File: src/core/toff_status_map.vh
`ifndef TOFF_STATUS_MAP_VH
`define TOFF_STATUS_MAP_VH

// Command codes
`define CMD_TURN_OFF_DELAY_TIME 8'h64
`define CMD_TURN_OFF_FALL_TIME 8'h65
`define CMD_TURN_OFF_WARN_LIMIT 8'h66
`define CMD_FAULT_SUMMARY_BYTE 8'h78
`define CMD_FAULT_SUMMARY_WORD 8'h79

// Restore values of the timing settings
`define RST_TURN_OFF_DELAY_TIME 16'h0000
`define RST_TURN_OFF_FALL_TIME 16'h0005
`define RST_TURN_OFF_WARN_LIMIT 16'h003C

// Timing word layout: mantissa [10:0], exponent [15:11]
`define TIME_MANT_MSB 10
`define TIME_EXP_LSB 11
`define TIME_EXP_MSB 15
`define TIME_EXP_FIXED 5'h00
// Legal range 0..127 ms: bits above 6 must all be zero
`define TIME_LEGAL_MSB 6
`define TIME_MAX_MS 7'h7F

// Summary byte bit positions
`define SB_BUSY 7
`define SB_OFF 6
`define SB_VOUT_OV 5
`define SB_IOUT_OC 4
`define SB_VIN_UV 3
`define SB_TEMP 2
`define SB_CML 1
`define SB_OTHER 0
// Summary word high byte bit positions
`define SW_VOUT 7
`define SW_IOUT 6
`define SW_INPUT 5
`define SW_MFR 4
`define SW_PG_N 3

// Timing: one millisecond at the core clock rate
`define CORE_CLK_KHZ 100000
`define TIME_UNIT_MS 1
`define CYCLES_PER_MS (`CORE_CLK_KHZ * `TIME_UNIT_MS)

`endif

File: src/core/toff_status_regs.v
// How it works
// - Each turn-off time is a 16-bit word: signed 11-bit mantissa, signed 5-bit exponent.
// - Exponent is always zero, so the mantissa is the time in milliseconds.
// - Only 0 to 127 ms in 1 ms steps are accepted.
// - Illegal timing writes are dropped, old value kept, and an error is flagged.
// - Delay setting times stop request until energy delivery to the output ends.
// - Delay setting restores to 0000h, zero milliseconds.
// - Fall setting times end of delay until the voltage target reaches zero.
// - Fall setting restores to 0005h, five milliseconds.
// - Controlled fall ramp only when the output stage can sink enough current.
// - Warning limit bounds power-down time until output drops below one eighth.
// - Warning limit restores to 003Ch, sixty milliseconds.
// - Summary byte command returns one read-only byte of critical faults.
// - Byte bit 7 flags a fault declared because the device was busy.
// - Byte bit 6 is set whenever the output delivers no power.
// - Byte bits 5, 4, 3: output overvoltage, output overcurrent, input undervoltage.
// - Byte bit 2 any temperature event; bit 1 communication, memory or logic fault.
// - Byte bit 0 flags any fault or warning not shown in bits 7 to 1.
// - Summary word returns two bytes; its low byte is the summary byte storage.
// - Word high bit 7 any output voltage event; bit 6 output current or power.
// - Word high bit 5 any input event; bit 4 any vendor-specific event.
// - Word high bit 3 set while power good is negated; bits 2..0 read zero.
`timescale 1ns/1ps
`default_nettype none
`include "toff_status_map.vh"

module toff_status_regs #(
  parameter CYCLES_PER_MS = `CYCLES_PER_MS
) (
  // Clock and reset
  input wire core_clk_i,
  input wire arst_n_i,
  // Command port from the bus transaction layer
  input wire [7:0] cmd_code_i,
  input wire cmd_wr_i,
  input wire cmd_rd_i,
  input wire [15:0] cmd_wdata_i,
  output reg [15:0] cmd_rdata_o,
  output reg cmd_rvalid_o,
  output reg cmd_err_o,
  // Sequencing side
  input wire run_i,
  input wire [15:0] vout_prog_i,
  input wire sink_capable_i,
  input wire vout_below_eighth_i,
  output reg power_stage_en_o,
  output reg fall_ramp_active_o,
  output reg [15:0] vout_target_o,
  output reg toff_max_warn_o,
  // Detailed fault flags from fault detection
  input wire busy_fault_i,
  input wire output_overvoltage_flag_i,
  input wire vout_ov_warn_i,
  input wire vout_uv_warn_i,
  input wire vout_uv_fault_i,
  input wire vout_max_min_i,
  input wire ton_max_fault_i,
  input wire output_overcurrent_flag_i,
  input wire iout_oc_warn_i,
  input wire vin_ov_fault_i,
  input wire input_undervoltage_flag_i,
  input wire vin_uv_warn_i,
  input wire iin_oc_warn_i,
  input wire ot_fault_i,
  input wire ot_warn_i,
  input wire [3:0] comm_memory_logic_flag_i,
  input wire [3:0] mfr_fault_i,
  input wire power_good_i,
  input wire clear_faults_i,
  // Summary outputs
  output reg [15:0] fault_summary_word_o,
  output reg bad_cmd_flag_o,
  output reg bad_data_flag_o
);

  // Turn-off sequencer states
  localparam [2:0] ST_OFF = 3'h0;
  localparam [2:0] ST_ON = 3'h1;
  localparam [2:0] ST_DELAY = 3'h2;
  localparam [2:0] ST_DIV = 3'h3;
  localparam [2:0] ST_FALL = 3'h4;
  localparam [2:0] ST_DONE = 3'h5;

  // Time word is legal when exponent is zero and mantissa within 0..127
  function legal_time;
    input [15:0] w;
    begin
      legal_time = (w[`TIME_EXP_MSB:`TIME_EXP_LSB] == `TIME_EXP_FIXED) &&
        (w[`TIME_MANT_MSB:`TIME_LEGAL_MSB+1] == 4'h0);
    end
  endfunction

  // Command decode, used by the error flags for both writes and reads
  function is_timing_cmd;
    input [7:0] c;
    begin
      is_timing_cmd = (c == `CMD_TURN_OFF_DELAY_TIME) || (c == `CMD_TURN_OFF_FALL_TIME) ||
        (c == `CMD_TURN_OFF_WARN_LIMIT);
    end
  endfunction

  reg [1:0] rst_sync_r;
  wire rst_n;
  reg [15:0] turn_off_delay_time_r;
  reg [15:0] turn_off_fall_time_r;
  reg [15:0] turn_off_time_warning_limit_r;
  reg [2:0] state_r;
  reg [16:0] ms_cnt_r;
  reg ms_tick_r;
  reg [6:0] phase_ms_r;
  reg [7:0] warn_ms_r;
  reg warn_run_r;
  reg [15:0] div_rem_r;
  reg [15:0] div_quo_r;
  reg [4:0] div_bit_r;
  reg [16:0] div_trial;
  wire [7:0] fault_summary_byte;
  wire cml_any;
  wire write_ok;

  // Reset release through two flip-flops
  always @(posedge core_clk_i or negedge arst_n_i) begin
    if (!arst_n_i) begin
      rst_sync_r <= 2'h0;
    end else begin
      rst_sync_r <= {rst_sync_r[0], 1'b1};
    end
  end
  assign rst_n = rst_sync_r[1];

  assign write_ok = legal_time(cmd_wdata_i);

  // Timing settings write path with range check
  always @(posedge core_clk_i or negedge rst_n) begin
    if (!rst_n) begin
      turn_off_delay_time_r <= `RST_TURN_OFF_DELAY_TIME;
      turn_off_fall_time_r <= `RST_TURN_OFF_FALL_TIME;
      turn_off_time_warning_limit_r <= `RST_TURN_OFF_WARN_LIMIT;
    end else if (cmd_wr_i && write_ok) begin
      case (cmd_code_i)
        `CMD_TURN_OFF_DELAY_TIME: turn_off_delay_time_r <= cmd_wdata_i;
        `CMD_TURN_OFF_FALL_TIME: turn_off_fall_time_r <= cmd_wdata_i;
        `CMD_TURN_OFF_WARN_LIMIT: turn_off_time_warning_limit_r <= cmd_wdata_i;
        default: turn_off_delay_time_r <= turn_off_delay_time_r;
      endcase
    end
  end

  // Sticky command and data error flags; a new error beats the clear
  always @(posedge core_clk_i or negedge rst_n) begin
    if (!rst_n) begin
      bad_cmd_flag_o <= 1'b0;
      bad_data_flag_o <= 1'b0;
      cmd_err_o <= 1'b0;
    end else begin
      cmd_err_o <= 1'b0;
      if (cmd_wr_i && !is_timing_cmd(cmd_code_i)) begin
        bad_cmd_flag_o <= 1'b1;
        cmd_err_o <= 1'b1;
      end else if (cmd_rd_i && !is_timing_cmd(cmd_code_i) &&
                   cmd_code_i != `CMD_FAULT_SUMMARY_BYTE &&
                   cmd_code_i != `CMD_FAULT_SUMMARY_WORD) begin
        bad_cmd_flag_o <= 1'b1;
        cmd_err_o <= 1'b1;
      end else if (clear_faults_i) begin
        bad_cmd_flag_o <= 1'b0;
      end
      if (cmd_wr_i && is_timing_cmd(cmd_code_i) && !write_ok) begin
        bad_data_flag_o <= 1'b1;
        cmd_err_o <= 1'b1;
      end else if (clear_faults_i) begin
        bad_data_flag_o <= 1'b0;
      end
    end
  end

  // Millisecond time base, held at zero in ST_OFF and ST_ON, so it restarts at the stop request
  always @(posedge core_clk_i or negedge rst_n) begin
    if (!rst_n) begin
      ms_cnt_r <= 17'h00000;
      ms_tick_r <= 1'b0;
    end else if (state_r == ST_ON || state_r == ST_OFF) begin
      ms_cnt_r <= 17'h00000;
      ms_tick_r <= 1'b0;
    end else if (ms_cnt_r == CYCLES_PER_MS[16:0] - 17'h00001) begin
      ms_cnt_r <= 17'h00000;
      ms_tick_r <= 1'b1;
    end else begin
      ms_cnt_r <= ms_cnt_r + 17'h00001;
      ms_tick_r <= 1'b0;
    end
  end

  // One step of the serial divider for the fall ramp slope
  always @* begin
    div_trial = {div_rem_r, div_quo_r[15]} - {10'h000, turn_off_fall_time_r[6:0]};
  end

  // Turn-off sequencer: delay, then fall ramp, then off
  // The 17-cycle divide must be shorter than one millisecond
  always @(posedge core_clk_i or negedge rst_n) begin
    if (!rst_n) begin
      state_r <= ST_OFF;
      phase_ms_r <= 7'h00;
      power_stage_en_o <= 1'b0;
      fall_ramp_active_o <= 1'b0;
      vout_target_o <= 16'h0000;
      div_rem_r <= 16'h0000;
      div_quo_r <= 16'h0000;
      div_bit_r <= 5'h00;
    end else begin
      case (state_r)
        ST_OFF: begin
          vout_target_o <= 16'h0000;
          if (run_i) begin
            state_r <= ST_ON;
            power_stage_en_o <= 1'b1;
          end
        end
        ST_ON: begin
          vout_target_o <= vout_prog_i;
          if (!run_i) begin
            state_r <= ST_DELAY;
            phase_ms_r <= 7'h00;
          end
        end
        ST_DELAY: begin
          if (phase_ms_r == turn_off_delay_time_r[6:0]) begin
            power_stage_en_o <= 1'b0;
            phase_ms_r <= 7'h00;
            if (sink_capable_i && turn_off_fall_time_r[6:0] != 7'h00) begin
              state_r <= ST_DIV;
              div_rem_r <= 16'h0000;
              div_quo_r <= vout_target_o;
              div_bit_r <= 5'h10;
            end else begin
              state_r <= ST_DONE;
              vout_target_o <= 16'h0000;
            end
          end else if (ms_tick_r) begin
            phase_ms_r <= phase_ms_r + 7'h01;
          end
        end
        ST_DIV: begin
          if (div_bit_r == 5'h00) begin
            state_r <= ST_FALL;
            fall_ramp_active_o <= 1'b1;
          end else begin
            div_bit_r <= div_bit_r - 5'h01;
            if (!div_trial[16]) begin
              div_rem_r <= div_trial[15:0];
              div_quo_r <= {div_quo_r[14:0], 1'b1};
            end else begin
              div_rem_r <= {div_rem_r[14:0], div_quo_r[15]};
              div_quo_r <= {div_quo_r[14:0], 1'b0};
            end
          end
        end
        ST_FALL: begin
          if (ms_tick_r) begin
            phase_ms_r <= phase_ms_r + 7'h01;
            if (phase_ms_r + 7'h01 == turn_off_fall_time_r[6:0] ||
                vout_target_o < div_quo_r) begin
              vout_target_o <= 16'h0000;
              fall_ramp_active_o <= 1'b0;
              state_r <= ST_DONE;
            end else begin
              vout_target_o <= vout_target_o - div_quo_r;
            end
          end
        end
        ST_DONE: begin
          if (!warn_run_r) begin
            state_r <= ST_OFF;
          end
        end
        default: begin
          state_r <= ST_OFF;
          power_stage_en_o <= 1'b0;
          fall_ramp_active_o <= 1'b0;
        end
      endcase
    end
  end

  // Power-down watchdog against the warning limit; warning is sticky
  always @(posedge core_clk_i or negedge rst_n) begin
    if (!rst_n) begin
      warn_run_r <= 1'b0;
      warn_ms_r <= 8'h00;
      toff_max_warn_o <= 1'b0;
    end else begin
      if (state_r == ST_DELAY && phase_ms_r == turn_off_delay_time_r[6:0]) begin
        warn_run_r <= 1'b1;
        warn_ms_r <= 8'h00;
      end else if (warn_run_r) begin
        if (vout_below_eighth_i || run_i) begin
          warn_run_r <= 1'b0;
        end else if (warn_ms_r[6:0] == turn_off_time_warning_limit_r[6:0]) begin
          warn_run_r <= 1'b0;
        end else if (ms_tick_r) begin
          warn_ms_r <= warn_ms_r + 8'h01;
        end
      end
      if (warn_run_r && !vout_below_eighth_i && !run_i &&
          warn_ms_r[6:0] == turn_off_time_warning_limit_r[6:0]) begin
        toff_max_warn_o <= 1'b1;
      end else if (clear_faults_i) begin
        toff_max_warn_o <= 1'b0;
      end
    end
  end

  // Category summaries as ORs of detailed flags
  assign cml_any = (|comm_memory_logic_flag_i) | bad_cmd_flag_o | bad_data_flag_o;
  assign fault_summary_byte = fault_summary_word_o[7:0];

  // Summary word storage; low byte is the summary byte itself
  always @(posedge core_clk_i or negedge rst_n) begin
    if (!rst_n) begin
      fault_summary_word_o <= 16'h0000;
    end else begin
      fault_summary_word_o[`SB_BUSY] <= busy_fault_i;
      fault_summary_word_o[`SB_OFF] <= !power_stage_en_o;
      fault_summary_word_o[`SB_VOUT_OV] <= output_overvoltage_flag_i;
      fault_summary_word_o[`SB_IOUT_OC] <= output_overcurrent_flag_i;
      fault_summary_word_o[`SB_VIN_UV] <= input_undervoltage_flag_i;
      fault_summary_word_o[`SB_TEMP] <= ot_fault_i | ot_warn_i;
      fault_summary_word_o[`SB_CML] <= cml_any;
      fault_summary_word_o[`SB_OTHER] <= vout_ov_warn_i | vout_uv_warn_i | vout_uv_fault_i |
        vout_max_min_i | ton_max_fault_i | toff_max_warn_o | iout_oc_warn_i | vin_ov_fault_i |
        vin_uv_warn_i | iin_oc_warn_i | (|mfr_fault_i);
      fault_summary_word_o[8+`SW_VOUT] <= output_overvoltage_flag_i | vout_ov_warn_i |
        vout_uv_warn_i | vout_uv_fault_i | vout_max_min_i | ton_max_fault_i |
        toff_max_warn_o;
      fault_summary_word_o[8+`SW_IOUT] <= output_overcurrent_flag_i | iout_oc_warn_i;
      fault_summary_word_o[8+`SW_INPUT] <= vin_ov_fault_i | input_undervoltage_flag_i |
        vin_uv_warn_i | iin_oc_warn_i;
      fault_summary_word_o[8+`SW_MFR] <= |mfr_fault_i;
      fault_summary_word_o[8+`SW_PG_N] <= !power_good_i;
      fault_summary_word_o[10:8] <= 3'h0;
    end
  end

  // Read path: answer one cycle after the read strobe
  always @(posedge core_clk_i or negedge rst_n) begin
    if (!rst_n) begin
      cmd_rdata_o <= 16'h0000;
      cmd_rvalid_o <= 1'b0;
    end else begin
      cmd_rvalid_o <= cmd_rd_i;
      if (cmd_rd_i) begin
        case (cmd_code_i)
          `CMD_TURN_OFF_DELAY_TIME: cmd_rdata_o <= turn_off_delay_time_r;
          `CMD_TURN_OFF_FALL_TIME: cmd_rdata_o <= turn_off_fall_time_r;
          `CMD_TURN_OFF_WARN_LIMIT: cmd_rdata_o <= turn_off_time_warning_limit_r;
          `CMD_FAULT_SUMMARY_BYTE: cmd_rdata_o <= {8'h00, fault_summary_byte};
          `CMD_FAULT_SUMMARY_WORD: cmd_rdata_o <= fault_summary_word_o;
          default: cmd_rdata_o <= 16'h0000;
        endcase
      end
    end
  end

endmodule
`default_nettype wire

File: config.mk
export PLATFORM = sky130hd
export DESIGN_NAME = toff_status_regs
export DESIGN_NICKNAME = d
export VERILOG_FILES = /design/src/core/toff_status_regs.v
export VERILOG_INCLUDE_DIRS = /design/src /design/src/core
export SDC_FILE = /design/constraint.sdc
export NUM_CORES = 1
export LEC_CHECK = 0
export ABC_AREA = 1
export BUFFER_PORTS_ARGS = -buffer_cell sky130_fd_sc_hd__buf_4
export CAP_MARGIN = 20
export CORE_MARGIN = 1
export CORE_UTILIZATION = 42
export CTS_CLUSTER_DIAMETER = 40
export DETAILED_ROUTE_END_ITERATION = 16
export GPL_ROUTABILITY_DRIVEN = 0
export PLACE_DENSITY = 0.67
export SLEW_MARGIN = 0
export SYNTH_ARGS = -nofsm -noshare
export SYNTH_HDL_FRONTEND = slang
export SYNTH_SLANG_ARGS = --single-unit
File: constraint.sdc
create_clock -name core_clk_i -period 11.65 [get_ports core_clk_i]
set_clock_uncertainty 0.2 [all_clocks]
set_input_delay 0 -clock core_clk_i [delete_from_list [all_inputs] [get_ports core_clk_i]]
set_output_delay 0 -clock core_clk_i [all_outputs]
set_load 0.1 [all_outputs]
# --- After elaboration in Yosys (flattened, before gate mapping) ---
# Index checks and enable logic that the tools add are counted.
classes:
  shift: 0
  mul: 0
  magnitude_cmp: 1
  muxes: 61
  n_eq_ne: 28
  n_reduce_logical: 51
  addsub: 6
  div: 0
  n_bitwise: 25
ops:
  columns: ["operator", "count"]
  rows:
  - ["$mux 16", 11]
  - ["$pmux 16 s5", 1]
  - ["$pmux 16 s2", 2]
  - ["$pmux 16 s4", 1]
  - ["$eq 8x7->1 const B", 5]
  - ["$mux 8", 5]
  - ["$mux 17", 2]
  - ["$mux 3", 8]
  - ["$or 1x1->1", 23]
  - ["$ne 2x2->1 const B", 11]
  - ["$eq 7x7->1", 3]
  - ["$mux 7", 3]
  - ["$pmux 7 s3", 1]
  - ["$mux 1", 20]
  - ["$pmux 3 s6", 1]
  - ["$add 17x1->17 const B", 1]
  - ["$eq 17x17->1 const B", 1]
  - ["$sub 17x7->17", 1]
  - ["$lt 16x16->1", 1]
  - ["$ne 8x7->1 const B", 2]
  - ["$reduce_and 4->1", 4]
  - ["$reduce_or 4->1", 4]
  - ["$sub 16x16->16", 1]
  - ["$mux 5", 3]
  - ["23 further kinds", 57]
totals:
  ramBits: 0
  output_inout_bits: 55
  input_bits: 72
  memories: 0
  reg_bits: 176
  latchBits: 0
  rom_bits: 0

# --- Longest topological paths before layout ---
depth:
  depth_word: 10
  mapped_depth: 15

# --- Worst setup path before layout ---
# No wires, ideal clock.
synth_path:
  path_kind: "register to register"
  startpoint: "register vout_target_o[0]"
  endpoint: "register vout_target_o[2]"
  arrival_ps: 2668
  required_time_ps: 11382
  setup_ps: 68
  path_slack_ps: 8714
  n_path_buf: 1
  path_stages_with_launch: 16
  path_cell_list: "dfrtp_1 > inv_1 > ha_1 > fa_1 > inv_1 > nand2_1 > nand3_1 > nand2_1 > nand2_1 > nand2_1 > nand2_2 > buf_4 > nand4_1 > nand2_1 > nand2_1 > nand2_1"
synth_between:
  elab_chain_len: 5
  word_cells_on_any_way: 6
  cone_classes: "1 x add/sub; 1 x order compare; 3 x mux; 1 x reduce/logical"
synth_lines:
  columns: ["element", "line_no", "source"]
  rows:
  - ["start, declared", "toff_status_regs.v:48", "output reg [15:0] vout_target_o,"]
  - ["start signal, assigned", "toff_status_regs.v:221", "vout_target_o <= vout_prog_i;"]
  - ["start signal, assigned", "toff_status_regs.v:268", "vout_target_o <= vout_target_o - div_quo_r;"]
  - ["$lt 16x16->1", "toff_status_regs.v:263", "vout_target_o < div_quo_r) begin"]
  - ["$logic_or 1x1->1", "toff_status_regs.v:262", "if (phase_ms_r + 7'h01 == turn_off_fall_time_r[6:0] ||"]
  - ["$mux 16 *", "toff_status_regs.v:262", null]
  - ["$mux 16 *", "toff_status_regs.v:260", "if (ms_tick_r) begin"]
  - ["$pmux 16 s4 *", "toff_status_regs.v:212", "case (state_r)"]
# Every way passes the cells marked *; elsewhere a longest branch is shown, timed or not. The select of a mux whose other input is x is not followed.
# A chain may end at the register's enable or synchronous reset.

# --- Final worst setup path ---
layout_path:
  startpoint: "input port cmd_code_i[1]"
  endpoint: "register bad_cmd_flag_o"
layout_between:
  elab_chain_len: 9
  word_cells_on_any_way: 15
  cone_classes: "5 x eq/ne; 2 x mux; 8 x reduce/logical"
layout_lines:
  columns: ["element", "line_no", "source"]
  rows:
  - ["start, declared", "toff_status_regs.v:34", "input wire [7:0] cmd_code_i,"]
  - ["$eq 8x7->1", null, null]
  - ["$logic_or 1x1->1 (2 in series)", "toff_status_regs.v:97", "is_timing_cmd = (c == `CMD_TURN_OFF_DELAY_TIME) || (c == `CMD_TURN_OFF_FALL_TIME) ||"]
  - ["$logic_not 1->1", "toff_status_regs.v:157, toff_status_regs.v:160", null]
  - ["$logic_and 1x1->1", "toff_status_regs.v:160", "end else if (cmd_rd_i && !is_timing_cmd(cmd_code_i) &&"]
  - ["$logic_and 1x1->1 (no line) (2 in series)", null, null]
  - ["$mux 1", "toff_status_regs.v:160", null]
  - ["$mux 1", "toff_status_regs.v:157", "if (cmd_wr_i && !is_timing_cmd(cmd_code_i)) begin"]
  - ["end signal, assigned", "toff_status_regs.v:158", "bad_cmd_flag_o <= 1'b1;"]
  - ["end signal, assigned", "toff_status_regs.v:163", "bad_cmd_flag_o <= 1'b1;"]
  - ["end signal, assigned", "toff_status_regs.v:166", "bad_cmd_flag_o <= 1'b0;"]
  - ["end, declared", "toff_status_regs.v:72", "output reg bad_cmd_flag_o,"]
# Parallel ways exist; a longest one is shown, timed or not.

==> flow_summary.yaml <==
layout:
  fillCellCount: 2155
  areaGrowthSynthToFinish_pct: 25.7
  layout.nets: 1635
  final_util: 0.537
  area.sequential_um2: 4390
  layout-drive-gt1-share: 0.138
  antenna_cells: 0
  multi_input_comb_area_um2: 4700
synth:
  yosysMostFrequentCell: "nand2_1"
  ys_ff_latch: 175
  synth-edff-count: 0
  ys_async_sr_fraction: 1.00
  ys_top_cells_by_count: "489 x nand2_1, 183 x inv_1, 169 x dfrtp_1, 81 x nand3_1, 64 x nor2_1"
  synth_top_family_by_area: "simple AND/OR/NAND/NOR gates"
  post_synth_num_cell_types: 53
  yosysSeqAreaShare: 0.439
  synth-compound-area-share: 0.0803
  synth_area_leaders: "dfrtp_1 42%, nand2_1 18%, inv_1 6.9%"
  synth_top_cell_area_share: 0.423
  avgSynthCellArea_um2: 7.42
  synth_area_leader_cell: "dfrtp_1"
  synth_warnings: 0
  synth-simple-area-share: 0.319
  syn_area_um2: 9990
  synthFlopType: "dfrtp_1"
  synthMuxAreaShare: 0
  netlist_instances: 1346
  synth_adder_area_share: 0.0391
  synth-xor-area-share: 0.0298
timing:
  relSlewSlack: 0.410
  fin_tns_setup_ns: 0
  min_period_ns: 3.13
  grt_setup_unrepaired: "false"
  tightestPinTransition_ns: 0.884
  finalCritPeriodShare: 0.269
  maxSlewViolCount: 0
  finalHoldViolCount: 0
  finalSetupViolCount: 0
  fmax_mhz: 319
clock_network:
  cts.htree.levels: 4
  clkTransAtPathRegs_ns: 0.08
  cts_max_path_buffers: 2
  cts_sinks: 175
  cts_tree: "built"
  root_buffer: "clkbuf_16"
  cts.repair.resized: 0
  clk_latency_ns: 0.45
  numCtsBuffers: 17
power:
  ir_drop_v: 0.000184
  cellLeakagePower_nw: 6.59
  power_mw: 2.99
  p_per_area_nw_per_um2: 238
route:
  dr_total_vias: 9208
  routed_wl_um: 25500
  drc_errors: 0
  ant_nets: 0
  drt_iter0_drc: 644
  wire_per_inst_um: 13.7
  drtPass1Iterations: 6
  drt-vias-per-instance: 4.94
floorplanning:
  rows: 56
  start_util: 0.427
  die_w_um: 156
  ioPinCount: 127
  die_y_um: 156
  core_um2: 23400
  dieArea_um2: 24400
setup_path:
  rrSetupSlack_ns: 8.93
  cp-end-kind: "register"
  worstPathMaxFanout: 17
  start_kind: "input port"
  rr_startpoint: "vout_target_o[0]"
  cp_data_arrival_time_ns: 3.29
  r2r.worst_path.cells: 14
  cp.required_ns: 11.80
  reg2reg_to: "state_r[2]"
  setup.worst_path.class: "in2reg"
global_routing:
  grt_start_max_net_pins: 71
  antenna_found_initial: 0
  grt_pass1_vias: 8755
  grt_overflow: 0
  grt_use_total: 0.222
  grt_pass1_wl_um: 43000
job:
  cap_violations: 0
placed_design:
  portBuffers: 123
  dp.final_hpwl_um: 17500
hold_path:
  holdPathStages: 2
  min_path_type: "in2reg"
  hp-start: "input_undervoltage_flag_i"
  hold_end: "fault_summary_word_o[3]"
run_status:
  status: "finished, final reports clean"
## critical path, stage by stage
cell	delay, ns
dlygate4sd3_1	0.55
buf_4	0.14
inv_1	0.11
nor2_1	0.05
nand3_1	0.13
clkinv_1	0.46
a31oi_1	0.45
nand2_1	0.08
dlygate4sd3_1	0.57
nand2_1	0.07
dlygate4sd3_1	0.54
inv_1	0.06
o21ai_0	0.08
## sequential cells by signal, indices dropped and copies added (netlist names), 2 cells and up
| name | flops |
|---|---|
| ms_cnt_r | 17 |
| cmd_rdata_o | 16 |
| div_quo_r | 16 |
| div_rem_r | 16 |
| turn_off_delay_time_r | 16 |
| turn_off_fall_time_r | 16 |
| turn_off_time_warning_limit_r | 16 |
| vout_target_o | 16 |
| fault_summary_word_o | 13 |
| phase_ms_r | 7 |
| warn_ms_r | 7 |
| div_bit_r | 5 |
| state_r | 3 |
| rst_sync_r | 2 |
## per-stage QoR
stage	area, um2	setup WS (ns)	std cells	hold slack, ns
after floorplan	10000	6.22	1348	-0.496
after detailed placement	11200	8.96	1759	-0.417
after global routing	12600	8.36	1865	0.0134
after global placement	11200	8.97	1759	-0.416
final	12600	8.52	1865	0.0265
after CTS	12500	8.59	1864	0.00140
## where the power goes
group	switching (mW)	total [mW]	internal, mW
Clock	0.299	0.594	0.295
Combinational	1.11	1.59	0.481
Sequential	0.102	0.803	0.700
Total	1.51	2.99	1.48
## layout by cell type, fill, tap and decap left out, types with 10 or more instances in the layout
cell type,instances
nand4_1,36
dlygate4sd3_1,73
o211ai_1,25
xor2_1,21
nand2_1,489
clkbuf_16,17
clkinv_8,10
nor3_1,21
buf_4,125
ha_1,28
dfrtp_1,168
nor2_1,64
inv_1,183
nand3_1,81
xnor2_1,13
o21ai_0,56
a21oi_1,36
## layer usage
metal | GRT usage | vias up | routed length [um]
li1 | - | 4647 | -
met3 | 0.0354 | 35 | 1260
met5 | 0 | - | 0
met1 | 0.308 | 4321 | 12100
met2 | 0.354 | 205 | 11700
met4 | 0.0696 | 0 | 470
## logic make-up (layout without fill, tap and decap cells)
| family | Yosys count | after routing |
|---|---|---|
| AO/OA/AOI/OAI | 138 | 138 |
| XOR/XNOR | 34 | 34 |
| adder cells (fa/ha/maj) | 30 | 30 |
| buffers and inverters | 229 | 427 |
| flip-flops | 175 | 175 |
| other | 2 | 4 |
| AND/OR/NAND/NOR | 738 | 738 |
## timing repair
item                                   4_1_cts  5_1_grt
hold buffers                                73        0
buffers inserted                             0        0
endpoints found under the hold margin       78        0
## area by class of cell
| type | instances | share of cell area |
|---|---|---|
| clock buffers | 17 | 0.0339 |
| well taps | 319 | 0.0318 |
| multi-input cells | 944 | 0.374 |
| flip-flops and latches | 175 | 0.350 |
| repair buffers | 199 | 0.135 |
| inverters | 196 | 0.0590 |
| clock inverters | 15 | 0.0168 |
## worst max path at each step
| stage | from | endpoint | slack, ns |
|---|---|---|---|
| 5_1_grt | cmd_code_i[1] | bad_cmd_flag_o | 8.36 |
| 3_5_place_dp | rst_sync_r[1] | div_quo_r[9] | 8.96 |
| 4_1_cts | cmd_code_i[1] | bad_cmd_flag_o | 8.59 |
| 3_3_place_gp | rst_sync_r[1] | vout_target_o[9] | 8.97 |
| 6_report | cmd_code_i[1] | bad_cmd_flag_o | 8.52 |
| 2_1_floorplan | rst_sync_r[1] | bad_cmd_flag_o | 6.22 |
Power figures use the tool's default switching activity.
